<file path="src/shared/dsc_pkg.sv">
// package for the device security state controller: state codes, fuse codes,
// csr map and key constants.
// assumes a single ref_clk domain and a 256-bit chip key from key storage.
package dsc_pkg;

  // run-time state, re-evaluated after every reset
  typedef enum logic [1:0] {
    DSC_RTS_EVAL    = 2'b00,
    DSC_RTS_SECURE  = 2'b01,
    DSC_RTS_NONSEC  = 2'b10,
    DSC_RTS_VIOL    = 2'b11
  } dsc_rts_t;

  // life-cycle state as reported to the rest of the chip
  typedef enum logic [1:0] {
    DSC_LC_UNLK_FACT = 2'b00,
    DSC_LC_LOCK_FACT = 2'b01,
    DSC_LC_UNLOCKED  = 2'b10,
    DSC_LC_LOCKED    = 2'b11
  } dsc_lc_t;

  // thermometer fuse codes; fuses only ever blow from 0 to 1
  localparam int          LC_FUSE_W        = 3;
  localparam logic [2:0]  LC_FUSE_UNLK_FACT = 3'h0;
  localparam logic [2:0]  LC_FUSE_LOCK_FACT = 3'h1;
  localparam logic [2:0]  LC_FUSE_UNLOCKED  = 3'h3;
  localparam logic [2:0]  LC_FUSE_LOCKED    = 3'h7;

  // key register
  localparam int             KEY_W       = 256;
  localparam int             KEY_WORDS   = 8;
  localparam logic [255:0]   MKEY_RST    = 256'h0;

  // csr map (12-bit csr address space)
  localparam logic [11:0]  CSR_MKEY_BASE  = 12'h7c0;
  localparam logic [11:0]  CSR_DEV_STATE  = 12'h7d0;
  localparam logic [11:0]  CSR_SEC_STORE  = 12'h7d1;

  // fields of the device state csr
  localparam int  DEV_STATE_RTS_LSB = 0;
  localparam int  DEV_STATE_LC_LSB  = 2;

  localparam logic [31:0]  SEC_STORE_RST = 32'h0;

endpackage : dsc_pkg

</file>
<file path="src/shared/dsc_lc_if.sv">
// interface between the state controller and the life-cycle fuse store.
// assumes both ends share ref_clk.
`timescale 1ns/1ps
`default_nettype none
interface dsc_lc_if;
  logic [2:0] fuse_val;
  logic       burn_req;
  logic [2:0] burn_val;

  modport ctrl (input fuse_val, output burn_req, output burn_val);
  modport store (output fuse_val, input burn_req, input burn_val);
endinterface : dsc_lc_if
`default_nettype wire

</file>
<file path="src/verilog/dsc_lc_fuse.sv">
// life-cycle fuse store: models one-time programmable bits.
// assumes fuse_blank_b is asserted only for a brand-new, unprogrammed part.
`timescale 1ns/1ps
`default_nettype none
module dsc_lc_fuse
  import dsc_pkg::*;
(
  // clock and blank-part init
  input  wire logic ref_clk,
  input  wire logic fuse_blank_b,
  // controller side
  dsc_lc_if.store   lc
);

  logic [2:0] fuse_q;
  logic [2:0] fuse_d;

  // bits can only be set, so the state can never move backwards
  always_comb begin
    fuse_d = fuse_q;
    if (lc.burn_req) begin
      fuse_d = fuse_q | lc.burn_val;
    end
  end

  // not touched by rst_b: the value survives every system reset
  always_ff @(posedge ref_clk) begin
    if (!fuse_blank_b) begin
      fuse_q <= LC_FUSE_UNLK_FACT;
    end else begin
      fuse_q <= fuse_d;
    end
  end

  assign lc.fuse_val = fuse_q;

endmodule : dsc_lc_fuse
`default_nettype wire

</file>
<file path="src/verilog/dsc_state_ctrl.sv">
// device security state controller: life-cycle plus run-time state, mkey csr
// and access gating for protected csrs.
// assumes boot rom drives the boot status strobes and csr requests are single cycle.
`timescale 1ns/1ps
`default_nettype none
module dsc_state_ctrl
  import dsc_pkg::*;
(
  // clock and reset
  input  wire logic         ref_clk,
  input  wire logic         rst_b,
  input  wire logic         fuse_blank_b,
  // boot and software events
  input  wire logic         boot_done,
  input  wire logic         boot_ok,
  input  wire logic         boot_err,
  input  wire logic         unsigned_sw,
  input  wire logic         sw_nonsec_req,
  input  wire logic         sec_fault,
  input  wire logic         lc_adv_req,
  // key source
  input  wire logic [255:0] chip_key,
  // csr access port
  input  wire logic         csr_req,
  input  wire logic         csr_we,
  input  wire logic [11:0]  csr_addr,
  input  wire logic [31:0]  csr_wdata,
  output logic      [31:0]  csr_rdata_q,
  output logic              csr_ack_q,
  output logic              csr_deny_q,
  // state and crypto key
  output logic      [1:0]   rts_q,
  output logic      [1:0]   lc_state_q,
  output logic      [255:0] crypto_key_q,
  output logic              crypto_key_vld_q
);

  dsc_lc_if lc_bus ();

  dsc_lc_fuse u_lc_fuse (
    .ref_clk      (ref_clk),
    .fuse_blank_b (fuse_blank_b),
    .lc           (lc_bus.store)
  );

  // fuse code to life-cycle value
  function automatic dsc_lc_t lc_decode(input logic [2:0] f);
    dsc_lc_t r;
    r = DSC_LC_UNLK_FACT;
    case (f)
      LC_FUSE_UNLK_FACT: r = DSC_LC_UNLK_FACT;
      LC_FUSE_LOCK_FACT: r = DSC_LC_LOCK_FACT;
      LC_FUSE_UNLOCKED:  r = DSC_LC_UNLOCKED;
      // any other pattern is treated as fully locked, the safe side
      default:           r = DSC_LC_LOCKED;
    endcase
    return r;
  endfunction

  function automatic logic lc_is_locked(input dsc_lc_t l);
    return (l == DSC_LC_LOCK_FACT) || (l == DSC_LC_LOCKED);
  endfunction

  // access decision per csr
  function automatic logic access_ok(input logic [11:0] a, input logic we,
                                     input dsc_rts_t r, input dsc_lc_t l);
    logic ok;
    ok = 1'b0;
    if (a[11:3] == CSR_MKEY_BASE[11:3]) begin
      ok = (r == DSC_RTS_SECURE);
    end else if (a == CSR_DEV_STATE) begin
      ok = !we;
    end else if (a == CSR_SEC_STORE) begin
      // secure storage is open in secure, or anywhere but violation in unlocked factory
      ok = (r == DSC_RTS_SECURE) ||
           ((l == DSC_LC_UNLK_FACT) && (r != DSC_RTS_VIOL));
    end
    return ok;
  endfunction

  dsc_lc_t          lc_now;
  dsc_rts_t         rts_s_q;
  dsc_rts_t         rts_d;
  logic [255:0]     mkey_q;
  logic [255:0]     mkey_d;
  logic [31:0]      store_q;
  logic [31:0]      store_d;
  logic [31:0]      rdata_d;
  logic             ack_d;
  logic             deny_d;
  logic [1:0]       lc_d;
  logic             burn_req;
  logic [2:0]       burn_val;

  assign lc_now = lc_decode(lc_bus.fuse_val);

  // run-time state machine
  always_comb begin
    rts_d = rts_s_q;
    case (rts_s_q)
      DSC_RTS_EVAL: begin
        if (boot_err || sec_fault) begin
          rts_d = DSC_RTS_VIOL;
        end else if (unsigned_sw && lc_is_locked(lc_now)) begin
          rts_d = DSC_RTS_VIOL;
        end else if (unsigned_sw) begin
          rts_d = DSC_RTS_NONSEC;
        end else if (boot_done && boot_ok) begin
          rts_d = DSC_RTS_SECURE;
        end else if (boot_done) begin
          rts_d = DSC_RTS_VIOL;
        end
      end
      DSC_RTS_SECURE: begin
        if (sec_fault) begin
          rts_d = DSC_RTS_VIOL;
        end else if (unsigned_sw && lc_is_locked(lc_now)) begin
          rts_d = DSC_RTS_VIOL;
        end else if (unsigned_sw) begin
          rts_d = DSC_RTS_NONSEC;
        end else if (sw_nonsec_req) begin
          rts_d = DSC_RTS_NONSEC;
        end
      end
      DSC_RTS_NONSEC: begin
        if (sec_fault) begin
          rts_d = DSC_RTS_VIOL;
        end
      end
      DSC_RTS_VIOL: begin
        // only a reset leaves violation
        rts_d = DSC_RTS_VIOL;
      end
      default: begin
        rts_d = DSC_RTS_VIOL;
      end
    endcase
  end

  // mkey, secure storage and csr answers
  always_comb begin
    mkey_d  = mkey_q;
    store_d = store_q;
    rdata_d = 32'h0;
    ack_d   = 1'b0;
    deny_d  = 1'b0;
    if (rts_d != rts_s_q) begin
      case (rts_d)
        DSC_RTS_SECURE: mkey_d = chip_key;
        DSC_RTS_VIOL:   mkey_d = 256'h0;
        // leaving secure drops the key so later reads cannot see it
        DSC_RTS_NONSEC: mkey_d = MKEY_RST;
        default:        mkey_d = MKEY_RST;
      endcase
    end else if (csr_req) begin
      ack_d = 1'b1;
      if (!access_ok(csr_addr, csr_we, rts_s_q, lc_now)) begin
        deny_d = 1'b1;
      end else if (csr_addr[11:3] == CSR_MKEY_BASE[11:3]) begin
        if (csr_we) begin
          mkey_d[csr_addr[2:0]*32 +: 32] = csr_wdata;
        end else begin
          rdata_d = mkey_q[csr_addr[2:0]*32 +: 32];
        end
      end else if (csr_addr == CSR_DEV_STATE) begin
        rdata_d[DEV_STATE_RTS_LSB +: 2] = rts_s_q;
        rdata_d[DEV_STATE_LC_LSB +: 2]  = lc_now;
      end else begin
        if (csr_we) begin
          store_d = csr_wdata;
        end else begin
          rdata_d = store_q;
        end
      end
    end
  end

  // life-cycle advance, one step at a time
  always_comb begin
    burn_req = 1'b0;
    burn_val = lc_bus.fuse_val;
    lc_d     = lc_now;
    // the step needs secure, or the blank factory state before any secrets exist
    if (lc_adv_req && ((rts_s_q == DSC_RTS_SECURE) ||
        ((lc_now == DSC_LC_UNLK_FACT) && (rts_s_q != DSC_RTS_VIOL)))) begin
      burn_req = 1'b1;
      case (lc_now)
        DSC_LC_UNLK_FACT: burn_val = LC_FUSE_LOCK_FACT;
        DSC_LC_LOCK_FACT: burn_val = LC_FUSE_UNLOCKED;
        DSC_LC_UNLOCKED:  burn_val = LC_FUSE_LOCKED;
        default:          burn_val = LC_FUSE_LOCKED;
      endcase
    end
  end

  assign lc_bus.burn_req = burn_req;
  assign lc_bus.burn_val = burn_val;

  always_ff @(posedge ref_clk) begin
    if (!rst_b) begin
      rts_s_q          <= DSC_RTS_EVAL;
      mkey_q           <= MKEY_RST;
      store_q          <= SEC_STORE_RST;
      csr_rdata_q      <= 32'h0;
      csr_ack_q        <= 1'b0;
      csr_deny_q       <= 1'b0;
      rts_q            <= DSC_RTS_EVAL;
      lc_state_q       <= DSC_LC_LOCKED;
      crypto_key_q     <= 256'h0;
      crypto_key_vld_q <= 1'b0;
    end else begin
      rts_s_q          <= rts_d;
      mkey_q           <= mkey_d;
      store_q          <= store_d;
      csr_rdata_q      <= rdata_d;
      csr_ack_q        <= ack_d;
      csr_deny_q       <= deny_d;
      rts_q            <= rts_d;
      lc_state_q       <= lc_d;
      // crypto engines see the key only while secure
      crypto_key_q     <= (rts_d == DSC_RTS_SECURE) ? mkey_d : 256'h0;
      crypto_key_vld_q <= (rts_d == DSC_RTS_SECURE);
    end
  end

endmodule : dsc_state_ctrl
`default_nettype wire

</file>
<file path="config.mk">
export PLATFORM = sky130hd
export DESIGN_NAME = dsc_state_ctrl
export DESIGN_NICKNAME = d
export VERILOG_FILES = /design/src/shared/dsc_pkg.sv /design/src/shared/dsc_lc_if.sv /design/src/verilog/dsc_lc_fuse.sv /design/src/verilog/dsc_state_ctrl.sv
export SDC_FILE = /design/constraint.sdc
export NUM_CORES = 1
export LEC_CHECK = 0
export BUFFER_PORTS_ARGS = -buffer_cell sky130_fd_sc_hd__buf_2
export CORE_UTILIZATION = 25
export CTS_BUF_LIST = sky130_fd_sc_hd__clkbuf_4 sky130_fd_sc_hd__clkbuf_8
export CTS_CLUSTER_SIZE = 25
export DETAILED_ROUTE_END_ITERATION = 10
export SYNTH_ARGS = -nofsm -noshare
export SYNTH_HDL_FRONTEND = slang
export SYNTH_SLANG_ARGS = --single-unit
</file>
<file path="constraint.sdc">
create_clock -name ref_clk -period 3.95 [get_ports ref_clk]
set_input_delay 1.185 -clock ref_clk [delete_from_list [all_inputs] [get_ports ref_clk]]
set_output_delay 1.185 -clock ref_clk [all_outputs]
set_load 0.01 [all_outputs]
</file>
Word level (Yosys, flattened, before mapping). Cells that the tools add are included.

Input port bits: 312. Output and inout port bits: 295. Logic and storage cells: 84. Register bits: 586.

Reduce and logical (&&, ||, !) cells: 16. Eq/ne operators: 13. Bitwise gates (word level): 7. Add/subtract/negate cells: 1. Shifts and indexed selects: 3. Muxes and demuxes: 34.

Operator list (count): 256-bit two-way mux (6); 256-bit bitwise mux (1); 32-bit by 34-bit variable shift with 256-bit output (first input constant) (1); 256-bit by 9-bit indexed part select with 32-bit output (1); 32-bit by 34-bit indexed part select with 256-bit output (1); 32-bit two-way mux (3); 8-bit negation with 34-bit output (1); 28-bit two-way mux (1); 12-bit by 11-bit == test with 1-bit output (second input constant) (2); 2-bit two-way mux (10); 9-bit by 8-bit == test with 1-bit output (second input constant) (1); 1-bit two-way mux (8); 2-bit one-hot mux with 4 select lines (1); 2-bit by 1-bit == test with 1-bit output (second input constant) (3); 2-bit == test (second input constant) (3); 1-bit NOT (6); 2-bit one-hot mux with 3 select lines (1); 3-bit one-hot mux with 2 select lines (1); 6-bit AND reduction (1); 1-bit logical AND (4); 2-bit zero test (2); 4-bit two-way mux (1); 4-bit OR reduction (1); 3-bit by 1-bit == test with 1-bit output (second input constant) (1); other kinds (11) (13).

Longest topological paths before layout.
Depth in word-level cells: 13. Mapped depth: 13. Mapped depth without buffers: 8.

By module. Synthesis repeated with hierarchy kept, for this count alone.

Cell total of the unflattened synthesis: 2488. Area total of the unflattened synthesis: 24185.7 um^2.

By module, submodules not included: dsc_state_ctrl (times used 1, seq. area each 11671.2 um^2, area each 24091.9 um^2, cells each 2479); dsc_lc_fuse (times used 1, seq. area each 60.1 um^2, area each 93.8 um^2, cells each 9).

Worst setup path after synthesis. No wires, ideal clock.

Kind: input to register. Start point: input port csr_addr[0]. End point: register crypto_key_q[213]. Library setup time: 132 ps. Slack: -168 ps. Stages on the path: 13. Arrival: 3985 ps. Required time: 3818 ps. Path buffers: 5. Cells stage by stage: clkbuf_1 buf_2 buf_2 inv_1 ha_1 ha_1 nor2_1 o211ai_1 or3_1 clkbuf_1 buf_2 mux2i_1 a21oi_1.

Cells in the longest elaborated chain, start to end: 9. Elaborated cells between the ends (all ways): 16. Those cells by class: add/sub (1); eq/ne (2); shift (2); mux (11).

Ends and longest elaborated chain: start: declaration (line dsc_state_ctrl.sv:26) `input wire logic [11:0] csr_addr,`; branches (longest 6 deep; another with 8-bit negation with 34-bit output); 256-bit two-way mux * (line dsc_state_ctrl.sv:157) `if (!access_ok(csr_addr, csr_we, rts_s_q, lc_now)) begin`; 256-bit two-way mux * (line dsc_state_ctrl.sv:155) `end else if (csr_req) begin`; 256-bit two-way mux * (line dsc_state_ctrl.sv:147) `if (rts_d != rts_s_q) begin`; end signal: assignment (line dsc_state_ctrl.sv:221) `crypto_key_q <= (rts_d == DSC_RTS_SECURE) ? mkey_d : 256'h0;`; end: declaration (line dsc_state_ctrl.sv:34) `output logic [255:0] crypto_key_q,`.

Mark *: on every way between the ends. The select of a mux whose other input is x is not followed. A chain may end at the register's enable or synchronous reset.

Worst setup path in the final report.
Start point: input port csr_addr[1]. End point: register mkey_q[172].

Cells in the longest elaborated chain, start to end: 9. Elaborated cells between the ends (all ways): 16. Those cells by class: add/sub (1); eq/ne (2); shift (2); mux (11).

Ends and longest elaborated chain: branches (longest 6 deep; another with 8-bit negation with 34-bit output); 256-bit two-way mux * (line dsc_state_ctrl.sv:157); 256-bit two-way mux * (line dsc_state_ctrl.sv:155); 256-bit two-way mux * (line dsc_state_ctrl.sv:147); end signal: assignment (line dsc_state_ctrl.sv:213) `mkey_q <= mkey_d;`; end: declaration (line dsc_state_ctrl.sv:84) `logic [255:0] mkey_q;`.

Marked as above.

==> results.toml <==
[status]
status = "completed"

[floorplan]
dieArea_mm2 = 0.0929
ioPinCount = 607
start_util_pct = 25.3
fp.dieH_um = 305
core_area_mm2 = 0.0904
fp-row-count = 110
dieWidth_um = 305

[synth]
syn_area_per_cell_um2 = 9.72
synth_seq_cells = 586
synth_nets = 2673
synth_top_area_cell = "dfxtp_1"
yosys.area.top_type_share_pct = 51.2
synthArstFlopShare_pct = 0
synthCells = 2358
synth_edf_count = 0
yosysUniqueCellTypes = 52
ys_top_cells_by_area = "dfxtp_1 (51%), mux2i_1 (13%), o21ai_0 (8.3%), nand2_1 (7.0%), mux4_2 (6.3%)"
yosysWarnings = 0
yosysSeqAreaShare_pct = 51.2
synth_ff_type = "dfxtp_1"
syn_area_mm2 = 0.0229

[sta]
fin_crit_ns = 3.08
max_freq_mhz = 325
maxSlewHeadroom_pct = 28.0
finClkSkew_ns = 0.0332
hold_violations = 0
tightest_slew_ns = 1.08
final-max-slew-violation-count = 0
rsz0062_at_grt = "false"
period_share_pct = 78.0
finalSetupTns_ns = 0
setup_viol_count_final = 0

[finish]
drive_above_1_share_pct = 31.2
area_growth_pct = 29.9
nets = 3250

[clock_tree]
htreeDepth = 3
cts_hold_buf = 0
clk_latency_ns = 0.73
cts.sinks = 586
ctsResizeCount = 0
cts_tree = "yes"
path_clk_slew_ns = 0.06
numCtsBuffers = 102
root_buffer = "clkbuf_8"
cts.path.max_buffers = 3
post_cts.repair.setup_buffers = 0

[global_route]
grt_pass1_vias = 20337
track_usage_pct = 21.3
grt.met1_usage_pct = 25.1
grt_max_degree = 167
busiest_layer = "met2"
grt_remaining_overflow = 0
grt_pass1_wl_mm = 143
met2_usage_pct = 37.3
antenna_found_initial = 23
use_met3_pct = 4.44

[worst_hold_path]
holdPathStages = 2
min_to = "store_q[4]$_SDFFE_PN0P_"
min-delay-start = "store_q[4]$_SDFFE_PN0P_"
worstHoldPathType = "reg2reg"

[route]
drtPass1Iterations = 7
ant_nets = 0
vias_per_cell = 4.81
wl_mm = 102
drt_iter0_drc = 1569
drc = 0
dr_total_vias = 20232
avgRoutedWirePerCell_um = 24.2

[setup_path]
crit_path_frequent_cell = "buf_4"
reg2regPathDepth = 6
crit_arrival_ns = 3.63
crit_slowest_cell = "nor2b_1"
cp-start-kind = "primary input"
crit_type = "in2reg"
r2r-end = "csr_rdata_q[9]$_SDFF_PP0_"
rrSetupSlack_ns = 1.10
r2r_start = "rts_s_q[1]$_SDFF_PN0_"
crit_chain = "buf_4 -> inv_1 -> ha_2 -> ha_1 -> nor2b_1 -> nand2_1 -> nor3_4 -> buf_4 -> mux2i_1 -> o21ai_0"
crit_fanout = 9
max_stage_delay_ns = 0.37
crit_required_ns = 4.50
crit_path_end_kind = "register"

[flow_run]
drv_cap = 0

[pwr]
p_leak_nw = 12.2
p_int_mw = 9.89
power_frac_comb_pct = 6.5
clockPowerShare_pct = 48.0
ir_drop_v = 0.000238
total_power_mw = 13.2
p_sw_mw = 3.30
pwr-share-seq_pct = 45.5
switching_share_pct = 25.0
power_density_mw_per_mm2 = 443

[placed_design]
place_hpwl_mm = 73.6
port_buffers = 606
place.gp.congestion = 0.867
worst max path at each step:
| stage | start | end | slack, ns |
|---|---|---|---|
| floorplan | csr_addr[0] | crypto_key_q[213]$_SDFF_PN0_ | 0.004 |
| global placement | csr_addr[1] | mkey_q[172]$_SDFF_PN0_ | 0.20 |
| detailed placement | csr_addr[1] | mkey_q[172]$_SDFF_PN0_ | 0.21 |
| CTS | csr_addr[1] | mkey_q[172]$_SDFF_PN0_ | 1.05 |
| global route | csr_addr[1] | mkey_q[172]$_SDFF_PN0_ | 0.87 |
| finish | csr_addr[1] | mkey_q[172]$_SDFF_PN0_ | 0.87 |
cells in the mapped netlist, types with 4 or more instances:
library cell  count
buf_2            62
o21ai_0         378
a21oi_1          75
and2_1           36
nand2_1         428
mux2i_1         288
o21ai_1         130
dfxtp_1         586
nor3_1           40
clkbuf_1        121
nand2b_1          8
a22oi_1          33
inv_1             8
nor3_2            5
nor2b_1           5
mux4_2           64
nor2_1            8
and3_1           29
a222oi_1          4
area by class of cell:
type,instances,area (µm²)
fillers,9347,60700
clock inverters,32,372
well taps,1176,1470
clock buffers,153,1960
multi-input cells,1572,10400
repair buffers,665,3760
diodes,12,30.0
inverters,8,30.0
flip-flops and latches,586,11700
power groups by stage:
stage	Sequential (mW)	Combinational (mW)	Clock, mW
5_1_grt	6.00	0.913	6.76
3_3_place_gp	6.13	0.867	0
6_report	6.00	0.855	6.34
4_1_cts	6.00	0.872	6.49
3_5_place_dp	6.13	0.870	0
2_1_floorplan	6.13	0.354	0
registers in the layout, indices dropped and copies added, names as in the netlist:
name                   count
csr_ack_q                  1
store_q                   32
csr_rdata_q               32
lc_state_q                 2
crypto_key_vld_q           1
mkey_q                   256
crypto_key_q             256
u_lc_fuse.lc.fuse_val      3
rts_s_q                    2
csr_deny_q                 1
cells in the final DEF, fill, tap and decap left out, types with 8 or more instances in the layout:
cell        instances
buf_2             604
buf_12             22
mux2i_1           288
clkinv_2           14
o21ai_0           378
inv_1               8
nor3_1             39
mux4_2             64
a22oi_1            33
nand2_1           426
diode_2            12
dfxtp_1           585
and2_1             36
nand2b_1            8
clkbuf_8          130
and3_1             29
clkbuf_4           23
clkinvlp_4          8
buf_4              38
a21oi_1            74
o21ai_1           130
through the flow:
stage               std cells  area [µm²]  hold WS (ns)  utilization [%]  setup slack, ns
floorplan                2358       22900         0.438                -          0.00370
global placement         4007       27400         0.445             30.3            0.196
detailed placement       4007       27400         0.453             30.3            0.206
CTS                      4192       29700         0.462             32.9             1.05
global route             4200       29800         0.478             32.9            0.872
finish                   4204       29800         0.458             32.9            0.869
cell families after synthesis:
group           Yosys count  synth area share (%)
simple gates            579                  11.2
buf+inv                 200                  3.83
xor+xnor                  1                0.0382
compound gates          636                  14.7
flops                   586                  51.2
fa+ha+maj                 3                 0.164
mux                     353                  18.9
critical path: cells and delay by family:
kind	cells	cell delay, ns
multiplexers	1	0.35
AND/OR/NAND/NOR	3	0.89
buffers and inverters	3	0.51
AO/OA/AOI/OAI	1	0.19
adder cells (fa/ha/maj)	2	0.49
layer usage:
metal	wire, µm	vias up
li1	-	9480
met2	51100	784
met3	5770	183
met4	3650	12
met1	41100	9773
met5	69	-
Power figures use the tool's default switching activity.
